`src/logic/scc_pkg.sv`:
```
// Constants, register map and field layout of the sense channel register bank
// Summary of operation
// - Channel counts readable as 16-bit low/high bytes
// - Long-term averages readable, read-only, 16-bit
// - Mode bits 7-4: 0000 self-cap, 1001 inductive
// - Transmit select 00 disables both transmit electrodes
// - Receive select: none, rx0, rx1, both
// - Shared bit 6 picks small/large sense capacitor
// - Shared bits 5-4 set charge divider 2-16
// - Shared bits 3-2 pick bias, ascending current
// - Shared bits 1-0 pick auto-tuning mode
// - Tuning base 75/100/150/200 from bits 7-6
// - Tuning target is six-bit field times 32
// - Filter bit 6 enables sampling capacitor divider
// - Filter bit 5 enables two-sided detection
// - Filter bit 4 bypasses alternating filter
// - Ten-bit offset: low register plus bits 7-6
// - Gain register: coarse bits 5-4, fine 3-0
// - Channel 0 gain at 0x48, channel 1 next
// - Flag event when average minus count exceeds threshold
package scc_pkg;

  // ==========================================================================
  // Sizes
  localparam int unsigned NUM_COUNT = 6;
  localparam int unsigned NUM_FUSED = 2;
  localparam int unsigned BYTE_W    = 8;
  localparam int unsigned RES_W     = 16;

  // ==========================================================================
  // Register offsets
  localparam logic [7:0] ADDR_COUNT_BASE = 8'h20;
  localparam logic [7:0] ADDR_COUNT_LAST = 8'h2b;
  localparam logic [7:0] ADDR_LTA_BASE   = 8'h30;
  localparam logic [7:0] ADDR_LTA_LAST   = 8'h33;
  localparam logic [7:0] ADDR_CH0_METHOD = 8'h40;
  localparam logic [7:0] ADDR_CH1_METHOD = 8'h41;
  localparam logic [7:0] ADDR_FRONTEND   = 8'h42;
  localparam logic [7:0] ADDR_CH0_TUNING = 8'h43;
  localparam logic [7:0] ADDR_CH1_TUNING = 8'h44;
  localparam logic [7:0] ADDR_FILTER     = 8'h45;
  localparam logic [7:0] ADDR_CH0_OFFSET = 8'h46;
  localparam logic [7:0] ADDR_CH1_OFFSET = 8'h47;
  localparam logic [7:0] ADDR_CH0_GAIN   = 8'h48;
  localparam logic [7:0] ADDR_CH1_GAIN   = 8'h49;
  localparam logic [7:0] ADDR_THR_BASE   = 8'h50;
  localparam logic [7:0] ADDR_THR_LAST   = 8'h53;

  // ==========================================================================
  // Reset values
  localparam logic [7:0] RST_METHOD   = 8'h00;
  localparam logic [7:0] RST_FRONTEND = 8'h5b;
  localparam logic [7:0] RST_TUNING   = 8'h50;
  localparam logic [7:0] RST_FILTER   = 8'h00;
  localparam logic [7:0] RST_OFFSET   = 8'h00;
  localparam logic [7:0] RST_GAIN     = 8'h00;
  localparam logic [7:0] RST_THRESH   = 8'h00;
  localparam logic [7:0] READ_ZERO    = 8'h00;

  // ==========================================================================
  // Field positions
  localparam int unsigned MODE_MSB   = 7;
  localparam int unsigned MODE_LSB   = 4;
  localparam int unsigned TX_MSB     = 3;
  localparam int unsigned TX_LSB     = 2;
  localparam int unsigned RX_MSB     = 1;
  localparam int unsigned RX_LSB     = 0;
  localparam int unsigned CAP_BIT    = 6;
  localparam int unsigned FREQ_MSB   = 5;
  localparam int unsigned FREQ_LSB   = 4;
  localparam int unsigned BIAS_MSB   = 3;
  localparam int unsigned BIAS_LSB   = 2;
  localparam int unsigned TUNE_MSB   = 1;
  localparam int unsigned TUNE_LSB   = 0;
  localparam int unsigned BASE_MSB   = 7;
  localparam int unsigned BASE_LSB   = 6;
  localparam int unsigned TGT_MSB    = 5;
  localparam int unsigned TGT_LSB    = 0;
  localparam int unsigned TGT_SHIFT  = 5;
  localparam int unsigned DIV_BIT    = 6;
  localparam int unsigned TWO_BIT    = 5;
  localparam int unsigned BYP_BIT    = 4;
  localparam int unsigned LBETA_MSB  = 3;
  localparam int unsigned LBETA_LSB  = 2;
  localparam int unsigned ABETA_MSB  = 1;
  localparam int unsigned ABETA_LSB  = 0;
  localparam int unsigned OFSH_MSB   = 7;
  localparam int unsigned OFSH_LSB   = 6;
  localparam int unsigned COARSE_MSB = 5;
  localparam int unsigned COARSE_LSB = 4;
  localparam int unsigned FINE_MSB   = 3;
  localparam int unsigned FINE_LSB   = 0;

  // ==========================================================================
  // Encodings and decoded values
  localparam logic [3:0] MODE_SELF_CAP = 4'h0;
  localparam logic [3:0] MODE_MUT_IND  = 4'h9;
  localparam logic [7:0] BASE_V0       = 8'h4b;
  localparam logic [7:0] BASE_V1       = 8'h64;
  localparam logic [7:0] BASE_V2       = 8'h96;
  localparam logic [7:0] BASE_V3       = 8'hc8;
  localparam logic [3:0] LBETA_OFS     = 4'h7;
  localparam logic [2:0] ABETA_OFS     = 3'h1;
  localparam logic [4:0] DIV_ONE       = 5'h01;

  typedef enum logic [1:0] {
    SCC_TUNE_OFF     = 2'h0,
    SCC_TUNE_PARTIAL = 2'h1,
    SCC_TUNE_SEMI    = 2'h2,
    SCC_TUNE_FULL    = 2'h3
  } scc_tune_e;

endpackage

```
`src/logic/scc_chan_cfg.sv`:
```
// Per-channel decode of method, tuning and offset/gain settings
`timescale 1ns/1ps
module scc_chan_cfg (
  input  wire logic        clk_in,
  input  wire logic        rst_n_in,
  input  wire logic [7:0]  method_in,
  input  wire logic [7:0]  tuning_in,
  input  wire logic [7:0]  offset_in,
  input  wire logic [7:0]  gain_in,
  output logic             self_cap_out,
  output logic             mutual_ind_out,
  output logic [1:0]       tx_en_out,
  output logic [1:0]       rx_en_out,
  output logic [7:0]       tune_base_out,
  output logic [10:0]      tune_target_out,
  output logic [9:0]       offset_out,
  output logic [1:0]       coarse_out,
  output logic [3:0]       fine_out
);

  logic [3:0] mode;
  logic [1:0] base_code;
  logic [7:0] next_base;

  assign mode      = method_in[scc_pkg::MODE_MSB:scc_pkg::MODE_LSB];
  assign base_code = tuning_in[scc_pkg::BASE_MSB:scc_pkg::BASE_LSB];

  always_comb begin
    unique case (base_code)
      2'h0: next_base = scc_pkg::BASE_V0;
      2'h1: next_base = scc_pkg::BASE_V1;
      2'h2: next_base = scc_pkg::BASE_V2;
      2'h3: next_base = scc_pkg::BASE_V3;
    endcase
  end

  // ==========================================================================
  // Registered decode
  always_ff @(posedge clk_in or negedge rst_n_in) begin
    if (!rst_n_in) begin
      self_cap_out    <= 1'b0;
      mutual_ind_out  <= 1'b0;
      tx_en_out       <= 2'h0;
      rx_en_out       <= 2'h0;
      tune_base_out   <= 8'h00;
      tune_target_out <= 11'h000;
      offset_out      <= 10'h000;
      coarse_out      <= 2'h0;
      fine_out        <= 4'h0;
    end else begin
      self_cap_out    <= (mode == scc_pkg::MODE_SELF_CAP);
      mutual_ind_out  <= (mode == scc_pkg::MODE_MUT_IND);
      tx_en_out       <= method_in[scc_pkg::TX_MSB:scc_pkg::TX_LSB];
      rx_en_out       <= method_in[scc_pkg::RX_MSB:scc_pkg::RX_LSB];
      tune_base_out   <= next_base;
      tune_target_out <= {tuning_in[scc_pkg::TGT_MSB:scc_pkg::TGT_LSB],
                          5'h00};
      offset_out      <= {gain_in[scc_pkg::OFSH_MSB:scc_pkg::OFSH_LSB], offset_in};
      coarse_out      <= gain_in[scc_pkg::COARSE_MSB:scc_pkg::COARSE_LSB];
      fine_out        <= gain_in[scc_pkg::FINE_MSB:scc_pkg::FINE_LSB];
    end
  end

endmodule

```
`src/logic/scc_regs.sv`:
```
// Sense channel register bank: results, front-end settings and event flags
`timescale 1ns/1ps
module scc_regs (
  input  wire logic                    clk_in,
  input  wire logic                    rst_n_in,
  // Byte register port from the serial slave engine
  input  wire logic [7:0]              reg_addr_in,
  input  wire logic                    reg_wr_in,
  input  wire logic [7:0]              reg_wdata_in,
  input  wire logic                    reg_rd_in,
  output logic [7:0]                   reg_rdata_out,
  output logic                         reg_rvalid_out,
  // Measurement results
  input  wire logic                    result_load_in,
  input  wire logic [5:0][15:0]        raw_count_in,
  input  wire logic [1:0][15:0]        filt_count_in,
  input  wire logic [1:0][15:0]        lta_in,
  // Per-channel front-end controls
  output logic [1:0]                   self_cap_out,
  output logic [1:0]                   mutual_ind_out,
  output logic [1:0][1:0]              tx_en_out,
  output logic [1:0][1:0]              rx_en_out,
  output logic [1:0][7:0]              tune_base_out,
  output logic [1:0][10:0]             tune_target_out,
  output logic [1:0][9:0]              offset_out,
  output logic [1:0][1:0]              coarse_out,
  output logic [1:0][3:0]              fine_out,
  // Shared front-end controls
  output logic                         cap_large_out,
  output logic [4:0]                   charge_div_out,
  output logic [1:0]                   bias_sel_out,
  output scc_pkg::scc_tune_e           tune_mode_out,
  output logic                         cs_div_en_out,
  output logic                         two_sided_out,
  output logic                         filter_bypass_out,
  output logic [3:0]                   lta_beta_out,
  output logic [2:0]                   acf_beta_out,
  // Events
  output logic [1:0]                   prox_out,
  output logic [1:0]                   touch_out
);

  // ==========================================================================
  // Storage
  logic [7:0]             method_reg [2];
  logic [7:0]             tuning_reg [2];
  logic [7:0]             offset_reg [2];
  logic [7:0]             gain_reg   [2];
  logic [7:0]             frontend_reg;
  logic [7:0]             filter_reg;
  logic [7:0]             thresh_reg [4];
  logic [15:0]            count_res  [scc_pkg::NUM_COUNT];
  logic [15:0]            lta_res    [scc_pkg::NUM_FUSED];
  logic [7:0]             high_shadow;

  // ==========================================================================
  // Address decode
  logic                   hit_count;
  logic                   hit_lta;
  logic                   hit_thr;
  logic [7:0]             count_ofs;
  logic [7:0]             lta_ofs;
  logic [7:0]             thr_ofs;
  logic [2:0]             count_idx;
  logic                   lta_idx;
  logic [1:0]             thr_idx;
  logic                   high_sel;

  assign hit_count = (reg_addr_in >= scc_pkg::ADDR_COUNT_BASE) &&
                     (reg_addr_in <= scc_pkg::ADDR_COUNT_LAST);
  assign hit_lta   = (reg_addr_in >= scc_pkg::ADDR_LTA_BASE) &&
                     (reg_addr_in <= scc_pkg::ADDR_LTA_LAST);
  assign hit_thr   = (reg_addr_in >= scc_pkg::ADDR_THR_BASE) &&
                     (reg_addr_in <= scc_pkg::ADDR_THR_LAST);
  assign count_ofs = reg_addr_in - scc_pkg::ADDR_COUNT_BASE;
  assign lta_ofs   = reg_addr_in - scc_pkg::ADDR_LTA_BASE;
  assign thr_ofs   = reg_addr_in - scc_pkg::ADDR_THR_BASE;
  assign count_idx = count_ofs[3:1];
  assign lta_idx   = lta_ofs[1];
  assign thr_idx   = thr_ofs[1:0];
  // Low byte at even address, high byte at odd
  assign high_sel  = reg_addr_in[0];

  // ==========================================================================
  // Result capture
  logic [15:0]            next_count [scc_pkg::NUM_COUNT];

  always_comb begin
    for (int i = 0; i < scc_pkg::NUM_COUNT; i++) begin
      next_count[i] = raw_count_in[i];
    end
    for (int i = 0; i < scc_pkg::NUM_FUSED; i++) begin
      next_count[i] = filter_reg[scc_pkg::BYP_BIT] ? raw_count_in[i]
                                                  : filt_count_in[i];
    end
  end

  always_ff @(posedge clk_in or negedge rst_n_in) begin
    if (!rst_n_in) begin
      for (int i = 0; i < scc_pkg::NUM_COUNT; i++) begin
        count_res[i] <= 16'h0000;
      end
      for (int i = 0; i < scc_pkg::NUM_FUSED; i++) begin
        lta_res[i] <= 16'h0000;
      end
    end else if (result_load_in) begin
      for (int i = 0; i < scc_pkg::NUM_COUNT; i++) begin
        count_res[i] <= next_count[i];
      end
      for (int i = 0; i < scc_pkg::NUM_FUSED; i++) begin
        lta_res[i] <= lta_in[i];
      end
    end
  end

  // ==========================================================================
  // Settings writes; result registers ignore writes
  always_ff @(posedge clk_in or negedge rst_n_in) begin
    if (!rst_n_in) begin
      method_reg[0] <= scc_pkg::RST_METHOD;
      method_reg[1] <= scc_pkg::RST_METHOD;
      tuning_reg[0] <= scc_pkg::RST_TUNING;
      tuning_reg[1] <= scc_pkg::RST_TUNING;
      offset_reg[0] <= scc_pkg::RST_OFFSET;
      offset_reg[1] <= scc_pkg::RST_OFFSET;
      gain_reg[0]   <= scc_pkg::RST_GAIN;
      gain_reg[1]   <= scc_pkg::RST_GAIN;
      frontend_reg  <= scc_pkg::RST_FRONTEND;
      filter_reg    <= scc_pkg::RST_FILTER;
    end else if (reg_wr_in) begin
      unique case (reg_addr_in)
        scc_pkg::ADDR_CH0_METHOD: method_reg[0] <= reg_wdata_in;
        scc_pkg::ADDR_CH1_METHOD: method_reg[1] <= reg_wdata_in;
        scc_pkg::ADDR_FRONTEND:   frontend_reg  <= reg_wdata_in;
        scc_pkg::ADDR_CH0_TUNING: tuning_reg[0] <= reg_wdata_in;
        scc_pkg::ADDR_CH1_TUNING: tuning_reg[1] <= reg_wdata_in;
        scc_pkg::ADDR_FILTER:     filter_reg    <= reg_wdata_in;
        scc_pkg::ADDR_CH0_OFFSET: offset_reg[0] <= reg_wdata_in;
        scc_pkg::ADDR_CH1_OFFSET: offset_reg[1] <= reg_wdata_in;
        scc_pkg::ADDR_CH0_GAIN:   gain_reg[0]   <= reg_wdata_in;
        scc_pkg::ADDR_CH1_GAIN:   gain_reg[1]   <= reg_wdata_in;
        default: ;
      endcase
    end
  end

  always_ff @(posedge clk_in or negedge rst_n_in) begin
    if (!rst_n_in) begin
      for (int i = 0; i < 4; i++) begin
        thresh_reg[i] <= scc_pkg::RST_THRESH;
      end
    end else if (reg_wr_in && hit_thr) begin
      thresh_reg[thr_idx] <= reg_wdata_in;
    end
  end

  // ==========================================================================
  // Read path
  logic [7:0]             next_rdata;

  always_comb begin
    next_rdata = scc_pkg::READ_ZERO;
    if (hit_count) begin
      next_rdata = high_sel ? high_shadow : count_res[count_idx][7:0];
    end else if (hit_lta) begin
      next_rdata = high_sel ? high_shadow : lta_res[lta_idx][7:0];
    end else if (hit_thr) begin
      next_rdata = thresh_reg[thr_idx];
    end else begin
      unique case (reg_addr_in)
        scc_pkg::ADDR_CH0_METHOD: next_rdata = method_reg[0];
        scc_pkg::ADDR_CH1_METHOD: next_rdata = method_reg[1];
        scc_pkg::ADDR_FRONTEND:   next_rdata = frontend_reg;
        scc_pkg::ADDR_CH0_TUNING: next_rdata = tuning_reg[0];
        scc_pkg::ADDR_CH1_TUNING: next_rdata = tuning_reg[1];
        scc_pkg::ADDR_FILTER:     next_rdata = filter_reg;
        scc_pkg::ADDR_CH0_OFFSET: next_rdata = offset_reg[0];
        scc_pkg::ADDR_CH1_OFFSET: next_rdata = offset_reg[1];
        scc_pkg::ADDR_CH0_GAIN:   next_rdata = gain_reg[0];
        scc_pkg::ADDR_CH1_GAIN:   next_rdata = gain_reg[1];
        default:                  next_rdata = scc_pkg::READ_ZERO;
      endcase
    end
  end

  always_ff @(posedge clk_in or negedge rst_n_in) begin
    if (!rst_n_in) begin
      reg_rdata_out  <= scc_pkg::READ_ZERO;
      reg_rvalid_out <= 1'b0;
    end else begin
      reg_rvalid_out <= reg_rd_in;
      if (reg_rd_in) begin
        reg_rdata_out <= next_rdata;
      end
    end
  end

  // Low byte read freezes its high byte for the following read
  always_ff @(posedge clk_in or negedge rst_n_in) begin
    if (!rst_n_in) begin
      high_shadow <= scc_pkg::READ_ZERO;
    end else if (reg_rd_in && !high_sel) begin
      if (hit_count) begin
        high_shadow <= count_res[count_idx][15:8];
      end else if (hit_lta) begin
        high_shadow <= lta_res[lta_idx][15:8];
      end
    end
  end

  // ==========================================================================
  // Shared front-end decode
  logic [1:0]             freq_code;

  assign freq_code = frontend_reg[scc_pkg::FREQ_MSB:scc_pkg::FREQ_LSB];

  always_ff @(posedge clk_in or negedge rst_n_in) begin
    if (!rst_n_in) begin
      cap_large_out     <= 1'b0;
      charge_div_out    <= scc_pkg::DIV_ONE;
      bias_sel_out      <= 2'h0;
      tune_mode_out     <= scc_pkg::SCC_TUNE_OFF;
      cs_div_en_out     <= 1'b0;
      two_sided_out     <= 1'b0;
      filter_bypass_out <= 1'b0;
      lta_beta_out      <= scc_pkg::LBETA_OFS;
      acf_beta_out      <= scc_pkg::ABETA_OFS;
    end else begin
      cap_large_out     <= frontend_reg[scc_pkg::CAP_BIT];
      charge_div_out    <= scc_pkg::DIV_ONE << ({1'b0, freq_code} + 3'h1);
      bias_sel_out      <= frontend_reg[scc_pkg::BIAS_MSB:scc_pkg::BIAS_LSB];
      tune_mode_out     <= scc_pkg::scc_tune_e'(
                             frontend_reg[scc_pkg::TUNE_MSB:scc_pkg::TUNE_LSB]);
      cs_div_en_out     <= filter_reg[scc_pkg::DIV_BIT];
      two_sided_out     <= filter_reg[scc_pkg::TWO_BIT];
      filter_bypass_out <= filter_reg[scc_pkg::BYP_BIT];
      lta_beta_out      <= scc_pkg::LBETA_OFS +
                           {2'h0, filter_reg[scc_pkg::LBETA_MSB:scc_pkg::LBETA_LSB]};
      acf_beta_out      <= scc_pkg::ABETA_OFS +
                           {1'b0, filter_reg[scc_pkg::ABETA_MSB:scc_pkg::ABETA_LSB]};
    end
  end

  // ==========================================================================
  // Per-channel decode
  for (genvar c = 0; c < scc_pkg::NUM_FUSED; c++) begin : g_chan
    scc_chan_cfg u_cfg (
      .clk_in          (clk_in),
      .rst_n_in        (rst_n_in),
      .method_in       (method_reg[c]),
      .tuning_in       (tuning_reg[c]),
      .offset_in       (offset_reg[c]),
      .gain_in         (gain_reg[c]),
      .self_cap_out    (self_cap_out[c]),
      .mutual_ind_out  (mutual_ind_out[c]),
      .tx_en_out       (tx_en_out[c]),
      .rx_en_out       (rx_en_out[c]),
      .tune_base_out   (tune_base_out[c]),
      .tune_target_out (tune_target_out[c]),
      .offset_out      (offset_out[c]),
      .coarse_out      (coarse_out[c]),
      .fine_out        (fine_out[c])
    );
  end

  // ==========================================================================
  // Proximity and touch events
  logic [15:0]            delta [scc_pkg::NUM_FUSED];

  always_comb begin
    for (int i = 0; i < scc_pkg::NUM_FUSED; i++) begin
      if (lta_res[i] >= count_res[i]) begin
        delta[i] = lta_res[i] - count_res[i];
      end else if (filter_reg[scc_pkg::TWO_BIT]) begin
        delta[i] = count_res[i] - lta_res[i];
      end else begin
        delta[i] = 16'h0000;
      end
    end
  end

  always_ff @(posedge clk_in or negedge rst_n_in) begin
    if (!rst_n_in) begin
      prox_out  <= 2'h0;
      touch_out <= 2'h0;
    end else begin
      for (int i = 0; i < scc_pkg::NUM_FUSED; i++) begin
        prox_out[i]  <= delta[i] > {8'h00, thresh_reg[2 * i]};
        touch_out[i] <= delta[i] > {8'h00, thresh_reg[2 * i + 1]};
      end
    end
  end

endmodule

```
`config.mk`:
```
export PLATFORM = sky130hd
export DESIGN_NAME = scc_regs
export DESIGN_NICKNAME = d
export VERILOG_FILES = /design/src/logic/scc_pkg.sv /design/src/logic/scc_chan_cfg.sv /design/src/logic/scc_regs.sv
export SDC_FILE = /design/constraint.sdc
export NUM_CORES = 1
export LEC_CHECK = 0
export BUFFER_PORTS_ARGS = -buffer_cell sky130_fd_sc_hd__buf_2
export CAP_MARGIN = 10
export CORE_MARGIN = 2
export CORE_UTILIZATION = 30
export DETAILED_ROUTE_END_ITERATION = 16
export SLEW_MARGIN = 20
export SYNTH_ARGS = -nofsm -noshare
export SYNTH_HDL_FRONTEND = slang
export SYNTH_SLANG_ARGS = --single-unit
```
`constraint.sdc`:
```
create_clock -name clk_in -period 8.1 [get_ports clk_in]
set_input_delay 1.62 -clock clk_in [delete_from_list [all_inputs] [get_ports clk_in]]
set_output_delay 1.62 -clock clk_in [all_outputs]
set_load 0.01 [all_outputs]
```
* Word-level counts from Yosys, hierarchy flattened
Index checks and enable logic that the tools add are counted.
** Operators by class
- Bitwise logic cells :: 3
- Reduce and logical (&&, ||, !) cells :: 23
- Shifts and indexed selects :: 1
- Equality and inequality tests :: 18
- $lt $le $gt $ge :: 16
- Multiplexer cells :: 28
- Add/sub/neg operators :: 10
** Operator list (count)
- $mux W16 :: 11
- $eq A8 B7 Y1 const B :: 10
- $mux W8 :: 10
- $pmux W8 S10 :: 1
- $gt A16 B8 Y1 :: 4
- $pmux W8 S4 :: 2
- $sub A16 B16 Y16 :: 4
- $bmux W16 S3 :: 1
- $bwmux W32 :: 1
- $ge A16 B16 Y1 :: 2
- $reduce_and A2 Y1 :: 11
- $bmux W8 S2 :: 1
- $demux W8 S2 :: 1
- $ge A8 B6 Y1 const B :: 2
- $le A8 B6 Y1 const B :: 2
- $eq A2 B2 Y1 const B :: 4
- $eq A4 B4 Y1 const B :: 2
- $ge A8 B7 Y1 const B :: 1
- $le A8 B7 Y1 const B :: 1
- $logic_not A4 Y1 :: 2
- $logic_and A1 B1 Y1 :: 6
- $shl A1 B3 Y5 const A :: 1
- $add A3 B2 Y4 const A :: 1
- $eq A2 B1 Y1 const B :: 2
- other kinds (14) :: 16
** Word-level totals
- Word-level logic and storage cells :: 153
- Register bits after elaboration :: 353
- Output and inout port bits :: 115

* Logic depth before layout (Yosys ltp)
- Depth in word-level cells :: 8
- Depth in mapped cells :: 21
- Mapped depth without buffers :: 19

* Cells and area by module
Synthesis repeated with hierarchy kept, for this count alone.
** Unflattened totals
- Cells, all modules :: 1747
- Area total of the unflattened synthesis :: 18924.4 sq um
** Modules (own cells, without submodules)
- scc_regs :: area each 16809.9 sq um, instances 1, cells each 1637
- scc_chan_cfg :: area each 1057.3 sq um, instances 2, cells each 55

* Least setup slack after synthesis
OpenSTA, ideal clock, no wires.
- Path type :: register to register
- Start point :: register lta_res[16] (netlist bit)
- End point :: register prox_out[0]
- Required time :: 7960 ps
- Clock period less this slack :: 3707 ps
- Path slack :: 4393 ps
- Arrival :: 3566 ps
- Cell stages (with the launch flop) :: 21
- Path through :: dfrtp_1 -> inv_1 -> ha_1 -> inv_1 -> fa_1 -> a21o_1 -> a211oi_1 -> o21ai_0 -> a311o_1 -> and2_1 -> clkbuf_1 -> buf_2 -> o21ai_0 -> ha_1 -> nor2b_1 -> o21a_1 -> o21ai_0 -> nand2b_1 -> a21oi_1 -> o21a_1 -> o211ai_1
** Between the ends
- Word-level cells in the longest chain between the ends :: 4
** Ends and longest elaborated chain
- from (decl) :: line scc_regs.sv:53 : logic [15:0] lta_res [scc_pkg::NUM_FUSED];
- from (signal, indexed assignment) :: line scc_regs.sv:111 : lta_res[i] <= lta_in[i];
- $sub A16 B16 Y16 :: line scc_regs.sv:275 : delta[i] = count_res[i] - lta_res[i];
- $mux W16 :: line scc_regs.sv:274 : end else if (filter_reg[scc_pkg::TWO_BIT]) begin
- $mux W16 (*) :: line scc_regs.sv:272 : if (lta_res[i] >= count_res[i]) begin
- $gt A16 B8 Y1 (*) :: line scc_regs.sv:288 : prox_out[i] <= delta[i] > {8'h00, thresh_reg[2 * i]};
- to (signal, indexed assignment) :: line scc_regs.sv:288
- to (decl) :: line scc_regs.sv:39 : output logic [1:0] prox_out,
Mark *: on every way between the ends. The rest lies on a longest branch, timed or not.
A chain may end at the register's enable or synchronous reset.

* Final worst setup path
- Start point :: register count_res[81] (netlist bit)
- End point :: register touch_out[0]
** Between the ends
- Word-level cells in the longest chain between the ends :: 4
** Ends and longest elaborated chain
- from (decl) :: line scc_regs.sv:52 : logic [15:0] count_res [scc_pkg::NUM_COUNT];
- from (signal, indexed assignment) :: line scc_regs.sv:108 : count_res[i] <= next_count[i];
- $sub A16 B16 Y16 :: line scc_regs.sv:275
- $mux W16 :: line scc_regs.sv:274
- $mux W16 (*) :: line scc_regs.sv:272
- $gt A16 B8 Y1 (*) :: line scc_regs.sv:289 : touch_out[i] <= delta[i] > {8'h00, thresh_reg[2 * i + 1]};
- to (signal, indexed assignment) :: line scc_regs.sv:289
- to (decl) :: line scc_regs.sv:40 : output logic [1:0] touch_out
Marks and branches as above.

==> metrics.yaml <==
clocking:
  post_cts_buffers: 0
  cts_tree: "done"
  cts-buffers-inserted: 41
  cts_max_level: 2
  cts.sinks: 353
  cts_resized: 0
  clk_latency_ns: 0.57
  path_clk_slew_ns: 0.06
  clock_path_buffers: 3
  cts.root.buffer_cell: "clkbuf_16"
  postCtsHoldBufs: 0
die:
  core_area_um2: 63000
  initial_core_util: 0.303
  die_w_um: 256
  ioPinCount: 296
  num_rows: 92
  die_h_um: 256
  dieArea_um2: 65600
global_routing:
  antenna_found_initial: 3
  overflow: 0
  grt_pass1_wl_um: 93400
  track_usage: 0.185
  grt_pass1_vias: 14899
  grt_start_max_net_pins: 162
sta:
  tns_ns: 0
  worst_pin_slew_ns: 1.08
  rsz0062_at_grt: "no"
  timing.hold.ws_ns: 0.403
  relSlewSlack: 0.276
  min_period_over_period: 0.546
  setup_slack_ns: 3.68
  drv_slew: 0
  fin_worst_skew_ns: 0.0241
  min_period_ns: 4.42
  max_clock_freq_mhz: 226
  setup_viol: 0
  hold_viol_final: 0
setup_path:
  startpoint_type: "flop"
  r2r-end: "touch_out[0]"
  crit_path_max_fanout: 17
  crit_type: "flop to flop"
  cp-end-kind: "flop"
  startpoint: "count_res[81]"
  r2r-start: "count_res[81]"
  required_ns: 8.51
  cp.arrival_ns: 4.84
  r2r_cells: 16
  r2r_slack_ns: 3.68
pwr:
  pwr-share-comb: 0.211
  ir_drop_uv: 167
  swShare: 0.302
  finalPower_mw: 4.99
  seq_power_share: 0.406
  leakage_nw: 10.8
  p_sw_mw: 1.51
  pwr-share-clk: 0.383
  p_int_mw: 3.49
  power_density_nw_per_um2: 221
logic_synthesis:
  synth.top_cell.area_share: 0.445
  ys_async_sr_fraction: 1.00
  post_synth_num_cell_types: 77
  syn-cell-area_um2: 19100
  synthFlopType: "dfrtp_1"
  ys_warn_count: 0
  syn_inst: 1775
  synth_seq_cells: 353
  synth.largest_area_cell: "dfrtp_1"
  yosysSeqAreaShare: 0.464
  synthTopCellsByArea: "dfrtp_1 44%, mux2_2 11%, ha_1 7.0%"
  syn_avg_cell_area_um2: 10.7
  synth_edf_count: 0
cells_and_area:
  fin_cells: 2884
  design_area_um2: 22600
  syn_to_final_growth_pct: 18.5
  mostFrequentLayoutCells: "338 x dfrtp_1, 283 x buf_2, 189 x mux2_2"
  final_common_cell: "dfrtp_1"
  finalNetCount: 2297
  drive_gt1_frac: 0.296
  post-route-util: 0.359
  largest_reg_flops: 96
flow_run:
  maxCapViolCount: 0
route:
  ant_nets: 0
  drt-initial-drc-count: 1017
  drc: 0
  drt_wl_total_um: 61400
  vias: 14641
  dr.pass1.iters: 5
  vias_per_cell: 5.08
  wl_per_cell_um: 21.3
place:
  hpwl_um: 46600
  io_buffers: 285
  dp_slack_ns: 3.58
  place_area_um2: 21200
  place_congestion: 0.916
  placed_cells: 2808
hold_path:
  hp-start: "gain_reg[7]"
  hp-class: "flop to flop"
  worstHoldEndpoint: "g_chan[1].u_cfg.offset_out[9]"
  whs_path_depth: 0
outcome:
  status: "completed"
## cells by family (layout without fill, tap and decap cells)
family,count (synthesis),in the layout,share of synthesized area
xor gates and xnor gates,28,28,0.0129
muxes,277,277,0.168
buffers and inverters,234,485,0.0509
AOI/OAI and AO/OA,415,415,0.140
adders and majority gates,110,110,0.0737
other,1,13,0.000197
and+or+nand+nor,357,357,0.0898
DFF,353,353,0.464
## per-layer routing
metal	global-route usage	part of all wire
met5	0	0.00021
met4	0.0702	0.036
met3	0.0355	0.057
met2	0.306	0.47
met1	0.241	0.44
## worst max-delay path, cell delays in order (launching register included)
cell and delay [ns]:
dfrtp_1 0.55, inv_1 0.15, fa_1 0.49, a21o_1 0.22, a211oi_1 0.31, o21ai_0 0.17, a311o_1 0.34, and2_1 0.38
o21ai_0 0.43, ha_1 0.32, nor2b_1 0.13, o21a_1 0.16, o21ai_0 0.16, nand2b_1 0.08, a21oi_1 0.15, o21a_1 0.12
o211ai_1 0.10
## cell usage after synthesis (all sizes together) (31+ instances only)
cell type  number
ha            106
a21oi         126
o21ai          94
buf            46
a21o           31
clkbuf         69
mux2          189
nand2         116
dfrtp         339
mux2i          72
nor2          102
inv           119
## worst max path at each step
stage               endpoint  slack (ns)  cells after the start
6_report        touch_out[0]        3.68                     16
5_1_grt         touch_out[0]        3.38                     16
4_1_cts         touch_out[0]        3.72                     16
3_5_place_dp   offset_reg[5]        3.58                      6
3_3_place_gp   offset_reg[1]        3.59                      6
2_1_floorplan    prox_out[0]        4.39                     20
## power groups by stage
| stage | registers (mW) | logic, mW | clock network (mW) |
|---|---|---|---|
| 6_report | 2.02 | 1.05 | 1.91 |
| 5_1_grt | 2.04 | 1.16 | 2.04 |
| 4_1_cts | 2.03 | 1.05 | 1.96 |
| 3_5_place_dp | 2.06 | 1.04 | 0 |
| 3_3_place_gp | 2.05 | 1.04 | 0 |
| 2_1_floorplan | 2.01 | 0.699 | 0 |
## final cells by class
class	count	area [µm²]
Multi-Input combinational cell	1198	9310
Tap cell	846	1060
Clock buffer	57	1180
Sequential cell	353	8850
Fill cell	6365	40400
Inverter	119	447
Timing Repair Buffer	293	1540
Clock inverter	16	225
Antenna cell	2	5.00
Power figures use the tool's default switching activity.
